--- config.mk ---
export PLATFORM = sky130hd
export DESIGN_NAME = rsip_host_ctrl
export DESIGN_NICKNAME = d
export VERILOG_FILES = /design/src/design/rsip_pkg.sv /design/src/design/rsip_sync.sv /design/src/design/rsip_timer.sv /design/src/design/rsip_host_ctrl.sv
export SDC_FILE = /design/constraint.sdc
export NUM_CORES = 1
export LEC_CHECK = 0
export BUFFER_PORTS_ARGS = -buffer_cell sky130_fd_sc_hd__buf_2
export CAP_MARGIN = 25
export CORE_MARGIN = 5
export CORE_UTILIZATION = 52
export CTS_CLUSTER_DIAMETER = 120
export DETAILED_ROUTE_END_ITERATION = 7
export PLACE_DENSITY = 0.76
export SKIP_CTS_REPAIR_TIMING = 1
export SLEW_MARGIN = 20
export SYNTH_ARGS = -nofsm -noshare
export SYNTH_HDL_FRONTEND = slang
export SYNTH_SLANG_ARGS = --single-unit
--- constraint.sdc ---
create_clock -name clk_sys_i -period 2.7 [get_ports clk_sys_i]
set_input_delay 0.135 -clock clk_sys_i [delete_from_list [all_inputs] [get_ports clk_sys_i]]
set_output_delay 0.135 -clock clk_sys_i [all_outputs]
set_load 0.005 [all_outputs]
--- src/design/rsip_pkg.sv ---
// Constants, types and states of the ranging sensor serial controller.
// ============================================================
package rsip_pkg;

    // ============================================================
    // Addresses and byte layout
    localparam logic [7:0] ADDR_WR     = 8'h52;
    localparam logic [7:0] ADDR_RD     = 8'h53;
    localparam logic [3:0] ACK_BIT     = 4'h8;
    localparam logic [3:0] SEQ_ADDR    = 4'h0;
    localparam logic [3:0] SEQ_IDX_HI  = 4'h1;
    localparam logic [3:0] SEQ_IDX_LO  = 4'h2;
    localparam logic [3:0] SEQ_DATA    = 4'h3;
    localparam logic [3:0] SEQ_RD_DATA = 4'h4;
    localparam logic [1:0] LEN_MAX_M1  = 2'h3;

    // ============================================================
    // Quarter phases of one SCL bit
    localparam logic [1:0] Q0 = 2'h0;
    localparam logic [1:0] Q1 = 2'h1;
    localparam logic [1:0] Q2 = 2'h2;
    localparam logic [1:0] Q3 = 2'h3;

    // ============================================================
    // Timing
    localparam int CLK_PERIOD_NS = 10;
    localparam int SCL_PERIOD_NS = 1000;
    localparam int QTR_CYC       = (SCL_PERIOD_NS + 4 * CLK_PERIOD_NS - 1) / (4 * CLK_PERIOD_NS);
    localparam int BOOT_TIME_NS  = 1200000;
    localparam int BOOT_CYC      = (BOOT_TIME_NS + CLK_PERIOD_NS - 1) / CLK_PERIOD_NS;
    localparam int TMR_W         = 17;

    // ============================================================
    // Types
    typedef enum logic [2:0] {
        ST_STANDBY,
        ST_BOOT,
        ST_IDLE,
        ST_START,
        ST_BYTE,
        ST_STOP
    } rsip_state_t;

    typedef struct packed {
        logic        rd;
        logic [1:0]  len_m1;
        logic [15:0] index;
        logic [31:0] wdata;
    } rsip_cmd_t;

    typedef struct packed {
        logic        nack;
        logic [31:0] rdata;
    } rsip_rsp_t;

endpackage

--- src/design/rsip_sync.sv ---
// Two-flop synchroniser for a bundle of asynchronous pin inputs.
`timescale 1ns/1ns
module rsip_sync #(
    parameter int W = 1
) (
    input  wire logic         clk_sys_i,
    input  wire logic         rst_n_i,
    input  wire logic [W-1:0] d_i,
    output logic      [W-1:0] q_o
);

    logic [W-1:0] meta_q;

    // Idle level of open-drain lines is high, so reset to ones
    always_ff @(posedge clk_sys_i or negedge rst_n_i) begin
        if (!rst_n_i) begin
            meta_q <= '1;
            q_o    <= '1;
        end else begin
            meta_q <= d_i;
            q_o    <= meta_q;
        end
    end

endmodule

--- src/design/rsip_timer.sv ---
// Loadable down counter used for quarter-bit ticks and boot wait.
`timescale 1ns/1ns
module rsip_timer (
    input  wire logic                       clk_sys_i,
    input  wire logic                       rst_n_i,
    input  wire logic                       load_i,
    input  wire logic [rsip_pkg::TMR_W-1:0] value_i,
    output logic                            zero_o
);

    logic [rsip_pkg::TMR_W-1:0] cnt_q;

    // Load wins over counting; stops at zero
    always_ff @(posedge clk_sys_i or negedge rst_n_i) begin
        if (!rst_n_i) begin
            cnt_q <= '0;
        end else if (load_i) begin
            cnt_q <= value_i;
        end else if (cnt_q != '0) begin
            cnt_q <= cnt_q - 1'b1;
        end
    end

    assign zero_o = (cnt_q == '0);

endmodule

--- src/design/rsip_host_ctrl.sv ---
// Serial bus controller that reaches the ranging sensor registers.
`timescale 1ns/1ns
module rsip_host_ctrl #(
    parameter int BOOT_CYCLES = rsip_pkg::BOOT_CYC
) (
    input  wire logic                clk_sys_i,
    input  wire logic                rst_n_i,
    input  wire logic                cmd_valid_i,
    input  wire rsip_pkg::rsip_cmd_t cmd_i,
    output logic                     cmd_ready_o,
    output logic                     rsp_valid_o,
    output rsip_pkg::rsip_rsp_t      rsp_o,
    input  wire logic                shutdown_req_i,
    output logic                     standby_o,
    output logic                     booting_o,
    output logic                     result_ready_o,
    output logic                     shutdown_n_pin_o,
    input  wire logic                result_irq_pin_i,
    input  wire logic                scl_i,
    output logic                     scl_o,
    output logic                     scl_oe_n_o,
    input  wire logic                sda_i,
    output logic                     sda_o,
    output logic                     sda_oe_n_o
);

    localparam int SCL_HIGH_MIN = 2 * rsip_pkg::QTR_CYC;
    localparam logic [rsip_pkg::TMR_W-1:0] QTR_LOAD = rsip_pkg::TMR_W'(rsip_pkg::QTR_CYC - 1);
    localparam logic [rsip_pkg::TMR_W-1:0] BOOT_LOAD = rsip_pkg::TMR_W'(BOOT_CYCLES - 1);

    rsip_pkg::rsip_state_t state_q;
    rsip_pkg::rsip_cmd_t   cmd_q;
    logic [1:0]  q_q;
    logic [3:0]  bit_q;
    logic [3:0]  seq_q;
    logic [7:0]  sh_q;
    logic [31:0] wr_q;
    logic [31:0] rd_q;
    logic        rep_q;
    logic        rxbit_q;
    logic        err_q;
    logic        rsp_valid_q;
    logic        scl_drive_q;
    logic        sda_drive_q;
    logic        shutdown_n_q;
    logic [7:0]  rel_cnt_q;
    logic        scl_d;
    logic        sda_d;
    logic        scl_s;
    logic        sda_s;
    logic        irq_s;
    logic        bus;
    logic        qzero;
    logic        tick;
    logic        tick_en;
    logic        qend;
    logic        boot_zero;
    logic        is_rx;
    logic        last_rx;
    logic        last_tx;
    logic        byte_end;
    logic        nack_hit;
    logic        go_rstart;
    logic        go_next;
    logic        start_done;
    logic        load_sh;
    logic [3:0]  load_seq;
    logic [7:0]  tx_byte;
    logic        accept;

    // ============================================================
    // Pin synchronisers and timers
    rsip_sync #(
        .W (3)
    ) u_sync (
        .clk_sys_i (clk_sys_i),
        .rst_n_i   (rst_n_i),
        .d_i       ({scl_i, sda_i, result_irq_pin_i}),
        .q_o       ({scl_s, sda_s, irq_s})
    );

    // Quarter ticks run only while a message is on the bus
    rsip_timer u_qtr (
        .clk_sys_i (clk_sys_i),
        .rst_n_i   (rst_n_i),
        .load_i    (!bus || tick),
        .value_i   (QTR_LOAD),
        .zero_o    (qzero)
    );

    // Boot wait reloads until the shutdown pin is out high, so it counts from the pin's rise
    rsip_timer u_boot (
        .clk_sys_i (clk_sys_i),
        .rst_n_i   (rst_n_i),
        .load_i    ((state_q == rsip_pkg::ST_STANDBY) || !shutdown_n_q),
        .value_i   (BOOT_LOAD),
        .zero_o    (boot_zero)
    );

    // ============================================================
    // Sequencing terms
    assign bus     = (state_q == rsip_pkg::ST_START) || (state_q == rsip_pkg::ST_BYTE) ||
                     (state_q == rsip_pkg::ST_STOP);
    assign tick    = bus && qzero;
    // Sensor may hold SCL low; wait for the line before the high half
    assign tick_en = tick && !(q_q == rsip_pkg::Q2 && !scl_s);
    assign qend    = tick_en && (q_q == rsip_pkg::Q3);
    assign is_rx   = cmd_q.rd && (seq_q >= rsip_pkg::SEQ_RD_DATA);
    assign last_rx = (seq_q == rsip_pkg::SEQ_RD_DATA + {2'b00, cmd_q.len_m1});
    assign last_tx = (seq_q == rsip_pkg::SEQ_DATA + {2'b00, cmd_q.len_m1});
    assign byte_end   = (state_q == rsip_pkg::ST_BYTE) && qend && (bit_q == rsip_pkg::ACK_BIT);
    // Sensor silence on a sent byte ends the message, sleeping or not
    assign nack_hit   = byte_end && !is_rx && rxbit_q;
    // Index goes in a write message, then a repeated start turns it round
    assign go_rstart  = byte_end && !nack_hit && cmd_q.rd &&
                        (seq_q == rsip_pkg::SEQ_IDX_LO);
    assign go_next    = byte_end && !nack_hit && !go_rstart && !(is_rx && last_rx) &&
                        !(!cmd_q.rd && last_tx);
    assign start_done = (state_q == rsip_pkg::ST_START) && qend;
    assign load_sh    = start_done || go_next;
    assign load_seq   = start_done ? seq_q : seq_q + 4'h1;
    assign accept     = cmd_valid_i && cmd_ready_o;

    // Byte to send at each step of the message
    always_comb begin
        case (load_seq)
            rsip_pkg::SEQ_ADDR:   tx_byte = rsip_pkg::ADDR_WR;
            rsip_pkg::SEQ_IDX_HI: tx_byte = cmd_q.index[15:8];
            rsip_pkg::SEQ_IDX_LO: tx_byte = cmd_q.index[7:0];
            rsip_pkg::SEQ_DATA:   tx_byte = cmd_q.rd ? rsip_pkg::ADDR_RD : wr_q[31:24];
            default:              tx_byte = wr_q[31:24];
        endcase
    end

    // ============================================================
    // Main state machine
    always_ff @(posedge clk_sys_i or negedge rst_n_i) begin
        if (!rst_n_i) begin
            state_q <= rsip_pkg::ST_STANDBY;
        end else begin
            case (state_q)
                rsip_pkg::ST_STANDBY: begin
                    if (!shutdown_req_i) begin
                        state_q <= rsip_pkg::ST_BOOT;
                    end
                end
                // No traffic until boot has surely ended
                rsip_pkg::ST_BOOT: begin
                    if (boot_zero) begin
                        state_q <= rsip_pkg::ST_IDLE;
                    end
                end
                rsip_pkg::ST_IDLE: begin
                    if (shutdown_req_i) begin
                        state_q <= rsip_pkg::ST_STANDBY;
                    end else if (cmd_valid_i) begin
                        state_q <= rsip_pkg::ST_START;
                    end
                end
                rsip_pkg::ST_START: begin
                    if (qend) begin
                        state_q <= rsip_pkg::ST_BYTE;
                    end
                end
                rsip_pkg::ST_BYTE: begin
                    if (go_rstart) begin
                        state_q <= rsip_pkg::ST_START;
                    end else if (byte_end && !go_next) begin
                        state_q <= rsip_pkg::ST_STOP;
                    end
                end
                rsip_pkg::ST_STOP: begin
                    if (qend) begin
                        state_q <= rsip_pkg::ST_IDLE;
                    end
                end
                default: state_q <= rsip_pkg::ST_STANDBY;
            endcase
        end
    end

    // Quarter phase wraps naturally through four steps per bit
    always_ff @(posedge clk_sys_i or negedge rst_n_i) begin
        if (!rst_n_i) begin
            q_q <= rsip_pkg::Q0;
        end else if (!bus) begin
            q_q <= rsip_pkg::Q0;
        end else if (tick_en) begin
            q_q <= q_q + 2'h1;
        end
    end

    // Bit and byte counters, repeated start marker
    always_ff @(posedge clk_sys_i or negedge rst_n_i) begin
        if (!rst_n_i) begin
            bit_q <= '0;
            seq_q <= '0;
            rep_q <= 1'b0;
        end else if (accept) begin
            seq_q <= rsip_pkg::SEQ_ADDR;
            rep_q <= 1'b0;
        end else if (go_rstart) begin
            seq_q <= rsip_pkg::SEQ_DATA;
            rep_q <= 1'b1;
        end else if (load_sh) begin
            bit_q <= '0;
            seq_q <= load_seq;
        end else if ((state_q == rsip_pkg::ST_BYTE) && qend && (bit_q != rsip_pkg::ACK_BIT)) begin
            bit_q <= bit_q + 4'h1;
        end
    end

    // Command latch
    always_ff @(posedge clk_sys_i or negedge rst_n_i) begin
        if (!rst_n_i) begin
            cmd_q <= '0;
        end else if (accept) begin
            cmd_q <= cmd_i;
        end
    end

    // Write data left aligned so the top byte goes to the lowest index
    always_ff @(posedge clk_sys_i or negedge rst_n_i) begin
        if (!rst_n_i) begin
            wr_q <= '0;
        end else if (accept) begin
            wr_q <= cmd_i.wdata << {rsip_pkg::LEN_MAX_M1 - cmd_i.len_m1, 3'b000};
        end else if (load_sh && !cmd_q.rd && (load_seq >= rsip_pkg::SEQ_DATA)) begin
            wr_q <= {wr_q[23:0], 8'h00};
        end
    end

    // Shift register: sent MSB first, received bits shifted in after the high half
    always_ff @(posedge clk_sys_i or negedge rst_n_i) begin
        if (!rst_n_i) begin
            sh_q <= '0;
        end else if (load_sh) begin
            sh_q <= tx_byte;
        end else if ((state_q == rsip_pkg::ST_BYTE) && qend && (bit_q != rsip_pkg::ACK_BIT)) begin
            sh_q <= {sh_q[6:0], rxbit_q};
        end
    end

    // Data line sampled once SCL is seen high
    always_ff @(posedge clk_sys_i or negedge rst_n_i) begin
        if (!rst_n_i) begin
            rxbit_q <= 1'b1;
        end else if (tick_en && (q_q == rsip_pkg::Q2)) begin
            rxbit_q <= sda_s;
        end
    end

    // Read bytes gather most significant first into the low end
    always_ff @(posedge clk_sys_i or negedge rst_n_i) begin
        if (!rst_n_i) begin
            rd_q <= '0;
        end else if (accept) begin
            rd_q <= '0;
        end else if (byte_end && is_rx) begin
            rd_q <= {rd_q[23:0], sh_q};
        end
    end

    // Missing acknowledge flag and response pulse
    always_ff @(posedge clk_sys_i or negedge rst_n_i) begin
        if (!rst_n_i) begin
            err_q       <= 1'b0;
            rsp_valid_q <= 1'b0;
        end else begin
            rsp_valid_q <= (state_q == rsip_pkg::ST_STOP) && qend;
            if (accept) begin
                err_q <= 1'b0;
            end else if (nack_hit) begin
                err_q <= 1'b1;
            end
        end
    end

    // ============================================================
    // Line drive: 1 means pull low
    always_comb begin
        scl_d = 1'b0;
        sda_d = 1'b0;
        case (state_q)
            rsip_pkg::ST_START: begin
                scl_d = rep_q && (q_q == rsip_pkg::Q0 || q_q == rsip_pkg::Q1);
                sda_d = (q_q == rsip_pkg::Q3);
            end
            rsip_pkg::ST_BYTE: begin
                scl_d = (q_q == rsip_pkg::Q0 || q_q == rsip_pkg::Q1);
                if (bit_q == rsip_pkg::ACK_BIT) begin
                    sda_d = is_rx && !last_rx;
                end else begin
                    sda_d = !is_rx && !sh_q[7];
                end
            end
            rsip_pkg::ST_STOP: begin
                scl_d = (q_q == rsip_pkg::Q0 || q_q == rsip_pkg::Q1);
                sda_d = (q_q != rsip_pkg::Q3);
            end
            default: begin
                scl_d = 1'b0;
                sda_d = 1'b0;
            end
        endcase
    end

    // SDA held through the first quarter so it never moves with the SCL fall
    always_ff @(posedge clk_sys_i or negedge rst_n_i) begin
        if (!rst_n_i) begin
            scl_drive_q <= 1'b0;
            sda_drive_q <= 1'b0;
        end else begin
            scl_drive_q <= scl_d;
            if (q_q != rsip_pkg::Q0) begin
                sda_drive_q <= sda_d;
            end
        end
    end

    // Shutdown pin low for standby, raised to start boot
    always_ff @(posedge clk_sys_i or negedge rst_n_i) begin
        if (!rst_n_i) begin
            shutdown_n_q <= 1'b0;
        end else begin
            shutdown_n_q <= (state_q != rsip_pkg::ST_STANDBY);
        end
    end

    // ============================================================
    // Outputs
    assign scl_o            = 1'b0;
    assign sda_o            = 1'b0;
    assign scl_oe_n_o       = !scl_drive_q;
    assign sda_oe_n_o       = !sda_drive_q;
    assign cmd_ready_o      = (state_q == rsip_pkg::ST_IDLE) && !shutdown_req_i;
    assign rsp_valid_o      = rsp_valid_q;
    assign rsp_o.nack       = err_q;
    assign rsp_o.rdata      = rd_q;
    assign standby_o        = (state_q == rsip_pkg::ST_STANDBY);
    assign booting_o        = (state_q == rsip_pkg::ST_BOOT);
    // Open-drain interrupt seen low means result waiting
    // Software clears the result through a register write; ranging holds meanwhile
    assign result_ready_o   = !irq_s;
    assign shutdown_n_pin_o = shutdown_n_q;

    // ============================================================
    // Checks
    always_ff @(posedge clk_sys_i or negedge rst_n_i) begin
        if (!rst_n_i) begin
            rel_cnt_q <= '0;
        end else if (scl_drive_q) begin
            rel_cnt_q <= '0;
        end else if (rel_cnt_q != 8'hff) begin
            rel_cnt_q <= rel_cnt_q + 8'h01;
        end
    end

    AST_SDA_STABLE_HIGH: assert property (@(posedge clk_sys_i) disable iff (!rst_n_i)
        (state_q == rsip_pkg::ST_BYTE) && !scl_drive_q && !$past(scl_drive_q) |-> $stable(sda_drive_q))
        else $error("SDA moved while SCL high");
    AST_START_ONLY_FALL: assert property (@(posedge clk_sys_i) disable iff (!rst_n_i)
        $rose(sda_drive_q) && !scl_drive_q |-> state_q == rsip_pkg::ST_START)
        else $error("SDA fell under high SCL outside start");
    AST_STOP_ONLY_RISE: assert property (@(posedge clk_sys_i) disable iff (!rst_n_i)
        $fell(sda_drive_q) && !scl_drive_q |-> $past(state_q) == rsip_pkg::ST_STOP)
        else $error("SDA rose under high SCL outside stop");
    AST_FIRST_ADDR: assert property (@(posedge clk_sys_i) disable iff (!rst_n_i)
        $rose(state_q == rsip_pkg::ST_BYTE) && seq_q == rsip_pkg::SEQ_ADDR |-> sh_q == rsip_pkg::ADDR_WR)
        else $error("first byte is not the write address");
    AST_READ_ADDR: assert property (@(posedge clk_sys_i) disable iff (!rst_n_i)
        $rose(state_q == rsip_pkg::ST_BYTE) && cmd_q.rd && seq_q == rsip_pkg::SEQ_DATA
        |-> sh_q == rsip_pkg::ADDR_RD)
        else $error("read message lacks read address");
    AST_BIT_LIMIT: assert property (@(posedge clk_sys_i) disable iff (!rst_n_i)
        byte_end |-> ##1 (bit_q == 4'h0 || state_q != rsip_pkg::ST_BYTE))
        else $error("byte did not close after nine slots");
    AST_RX_RELEASE: assert property (@(posedge clk_sys_i) disable iff (!rst_n_i)
        state_q == rsip_pkg::ST_BYTE && is_rx && bit_q != rsip_pkg::ACK_BIT && q_q == rsip_pkg::Q2
        |-> !sda_drive_q)
        else $error("host drives SDA during read data");
    AST_HOST_ACK: assert property (@(posedge clk_sys_i) disable iff (!rst_n_i)
        state_q == rsip_pkg::ST_BYTE && is_rx && bit_q == rsip_pkg::ACK_BIT && q_q == rsip_pkg::Q2
        |-> sda_drive_q == !last_rx)
        else $error("wrong host acknowledge on read byte");
    AST_SCL_HIGH_TIME: assert property (@(posedge clk_sys_i) disable iff (!rst_n_i)
        $rose(scl_drive_q) |-> rel_cnt_q >= SCL_HIGH_MIN)
        else $error("SCL high time too short");
    AST_NO_CMD_ASLEEP: assert property (@(posedge clk_sys_i) disable iff (!rst_n_i)
        state_q == rsip_pkg::ST_STANDBY || state_q == rsip_pkg::ST_BOOT
        |-> !cmd_ready_o && !scl_drive_q && !sda_drive_q)
        else $error("bus activity in standby or boot");
    AST_BOOT_WAIT: assert property (@(posedge clk_sys_i) disable iff (!rst_n_i)
        $rose(state_q == rsip_pkg::ST_BOOT) |-> (state_q == rsip_pkg::ST_BOOT)[*8] ##0 shutdown_n_q)
        else $error("boot wait cut short");
    AST_RSP_AFTER_STOP: assert property (@(posedge clk_sys_i) disable iff (!rst_n_i)
        rsp_valid_o |-> $past(state_q) == rsip_pkg::ST_STOP && state_q == rsip_pkg::ST_IDLE)
        else $error("response without closing stop");

endmodule

==> metrics <==
status=finished with violations; failing checks=setup timing; Hold WC Path Type=in -> reg; Slew HR=0.378; global-route wire length before repair=about 30000 um; total track usage=0.202; TNS Setup=-190 ps; Power Dens Cells=between 500 and 600 mW/mm2; placer congestion estimate=0.866; clock tree from TritonCTS=yes; antenna viol nets, final=0; post-synthesis cell type count=61; CP Launch Type=register; DIE HEIGHT=131 um; grt ovf=0; Crit-path slowest cell=or4b_4; Post-Syn Area=0.00767 mm2; Max FO, Critical Path=8; P_leak=4.30 nW; #FFs+latches synth=between 150 and 200; Bufs on Longest Clock Path=2; post-route insts no fill=1181; EDFF count, synth=0; HPWL after DPL=11900 um; synth-to-layout area growth=27.0%; CP cell instances=inv_2 > ha_4 > or4b_4 > or3_4 > o21ai_4 > mux2i_4 > a211oi_4 > buf_12 > clkbuf_16 > mux2i_1 > a21oi_1; Reg clk slew, reported paths=60 ps; cell count after placement=roughly 1100; H-tree depth=4; vias in the first global route=roughly 6100; initial antenna violation count=0; via-per-instance ratio=5.43; IO Pins=101; drt drc=0; crit end category=register; ys async rst share=1.00; synthesized area per cell=a little over 9 um2; Required @ worst endpoint=2960 ps; yosys warns=0; clk_skew=9.80 ps; Final Cycle Share=1.03; Max Cap Violations=0; Top FF cell, synth=dfrtp_1; Max Slew Vio Count=0; # rows=between 40 and 50; final hold vios=0; layout cells sized above 1=0.239; cell family with most CP delay=simple AND/OR/NAND/NOR gates; die area=around 0.017 mm2; Avg WL per Cell=15.2 um; critical path type=reg -> reg; NumNets Final=1054; Seq/Total Area, Yosys=0.494; Core Region=0.0145 mm2; DR iter-0 viols=398; die width=131 um; Post-Synthesis Cells=just over 800; largest net degree at the start of global routing=96; Initial Util=0.530; final WL=17900 um; Setup violations, final=11; fin crit period=2770 ps; # diodes=0; root buffer cell=clkbuf_16; DR vias=6416; Achievable Freq=0.361 GHz; CP peak stage delay=about 450 ps; Final WS setup=-70.2 ps; clock latency on the worst-skew pair=420 ps; CP bufs+invs=3; Buffers on Ports=~100; RSZ-0062 raised after global routing=yes; Max VDD drop=0.419 mV; TritonRoute pass-1 iters=5; Inserted Clock Buffers=17; Worst Tran Pin Value=933 ps; clk sinks=151; Arr. time, crit path=a little over 3000 ps
-- report_power, final --
group | internal [mW] | switching (mW)
sequential | 2.45 | 0.141
clock | 1.45 | 0.940
combinational | 0.406 | 0.452
-- worst paths after layout --
check	from	slack, ps	depth (start not counted)	to
min in group asynchronous	rst_n_i	290	2	u_boot.cnt_q[9]
max in group asynchronous	rst_n_i	1630	3	cmd_q[50]
max	u_qtr.cnt_q[0]	-70	11	wr_q[25]
min reg2reg	u_sync.meta_q[2]	360	0	u_sync.q_o[2]
max reg2reg	u_qtr.cnt_q[0]	-70	11	wr_q[25]
min	cmd_valid_i	100	5	state_q[0]
-- sequential cells by signal, summed over array words and instances, names as in the netlist --
signal,flops
u_boot.cnt_q,17
sh_q,8
rsp_valid_o,1
rep_q,1
cmd_q,19
u_sync.meta_q,3
state_q,3
err_q,1
sda_drive_q,1
wr_q,32
scl_drive_q,1
rd_q,32
rxbit_q,1
q_q,2
shutdown_n_pin_o,1
u_sync.q_o,3
u_qtr.cnt_q,17
seq_q,4
bit_q,4
-- metal layers --
layer  global-route usage  vias up  part of all wire
li1                     -     3170                 -
met1                0.283     3053              0.46
met2                0.308      168              0.47
met3               0.0558       25             0.053
met4               0.0577        0             0.016
met5                    0        -                 0
-- cell usage in the layout (no fill, tap or decap), types with 27 or more instances in the layout --
| master | count |
|---|---|
| nor2_1 | 72 |
| dfrtp_1 | 144 |
| buf_4 | 52 |
| buf_2 | 97 |
| nand2_1 | 154 |
| o21ai_0 | 27 |
| dlygate4sd3_1 | 29 |
| nand3_1 | 41 |
| mux2i_1 | 48 |
| a21oi_1 | 83 |
-- cell families (layout without fill, tap and decap cells) --
kind of cell / count (synthesis) / in the layout / synth area share
XOR/XNOR: 28 / 28 / 0.0320
AND/OR/NAND/NOR: 346 / 346 / 0.209
other: 1 / 2 / 0.000489
adder cells (fa/ha/maj): 12 / 12 / 0.0196
AO/OA/AOI/OAI: 156 / 156 / 0.122
multiplexers: 64 / 64 / 0.0858
buffers and inverters: 70 / 238 / 0.0377
flip-flops: 151 / 151 / 0.494
-- worst reg2reg max path: stages (launching register included) --
cell and delay, ps:
dfrtp_1 380, inv_2 80, ha_4 130, or4b_4 450
or3_4 360, o21ai_4 180, mux2i_4 310, a211oi_4 100
buf_12 150, clkbuf_16 160, mux2i_1 200, a21oi_1 110
-- final cells by class --
class | instances | area (um2)
clock buffer | 20 | 467
timing repair buffer | 187 | 1340
sequential | 151 | 3790
fill | 1160 | 4730
inverter | 19 | 71.3
tap | 184 | 230
multi-input combinational | 608 | 3700
clock inverter | 12 | 143
-- through the flow --
step	power, mW	hold slack (ps)	setup slack [ps]	area [um2]	util
2_1_floorplan	3.10	-161	-71.1	7730	-
3_3_place_gp	3.41	184	-107	8710	0.601
3_5_place_dp	3.44	189	-181	8710	0.601
4_1_cts	5.84	-261	-263	9320	0.643
5_1_grt	6.11	157	-172	9750	0.673
6_report	5.84	96.7	-70.2	9750	0.673
-- synthesized netlist by cell type (4+ instances only) --
cell type  count  area (um2)
a22o_1        13         114
mux2_2        14         158
and2_1         5        31.3
a221oi_1       4        35.0
nor4b_1        4        35.0
or3_1          9        56.3
dfstp_2        7         184
nor3_1        12        60.1
nand3_1       41         205
and3_1         5        31.3
mux2i_1       50         500
xnor2_1       14         123
clkbuf_1      41         154
buf_1          5        18.8
inv_1         19        71.3
nor4_1         6        37.5
nand2_1      155         582
nand2b_1       5        31.3
dfrtp_1      144        3600
o21ai_0       28         140
nor2_1        73         274
ha_1          12         150
xor2_1        14         123
nor2b_1        4        25.0
a21oi_1       83         415
Power figures use the tool's default switching activity.
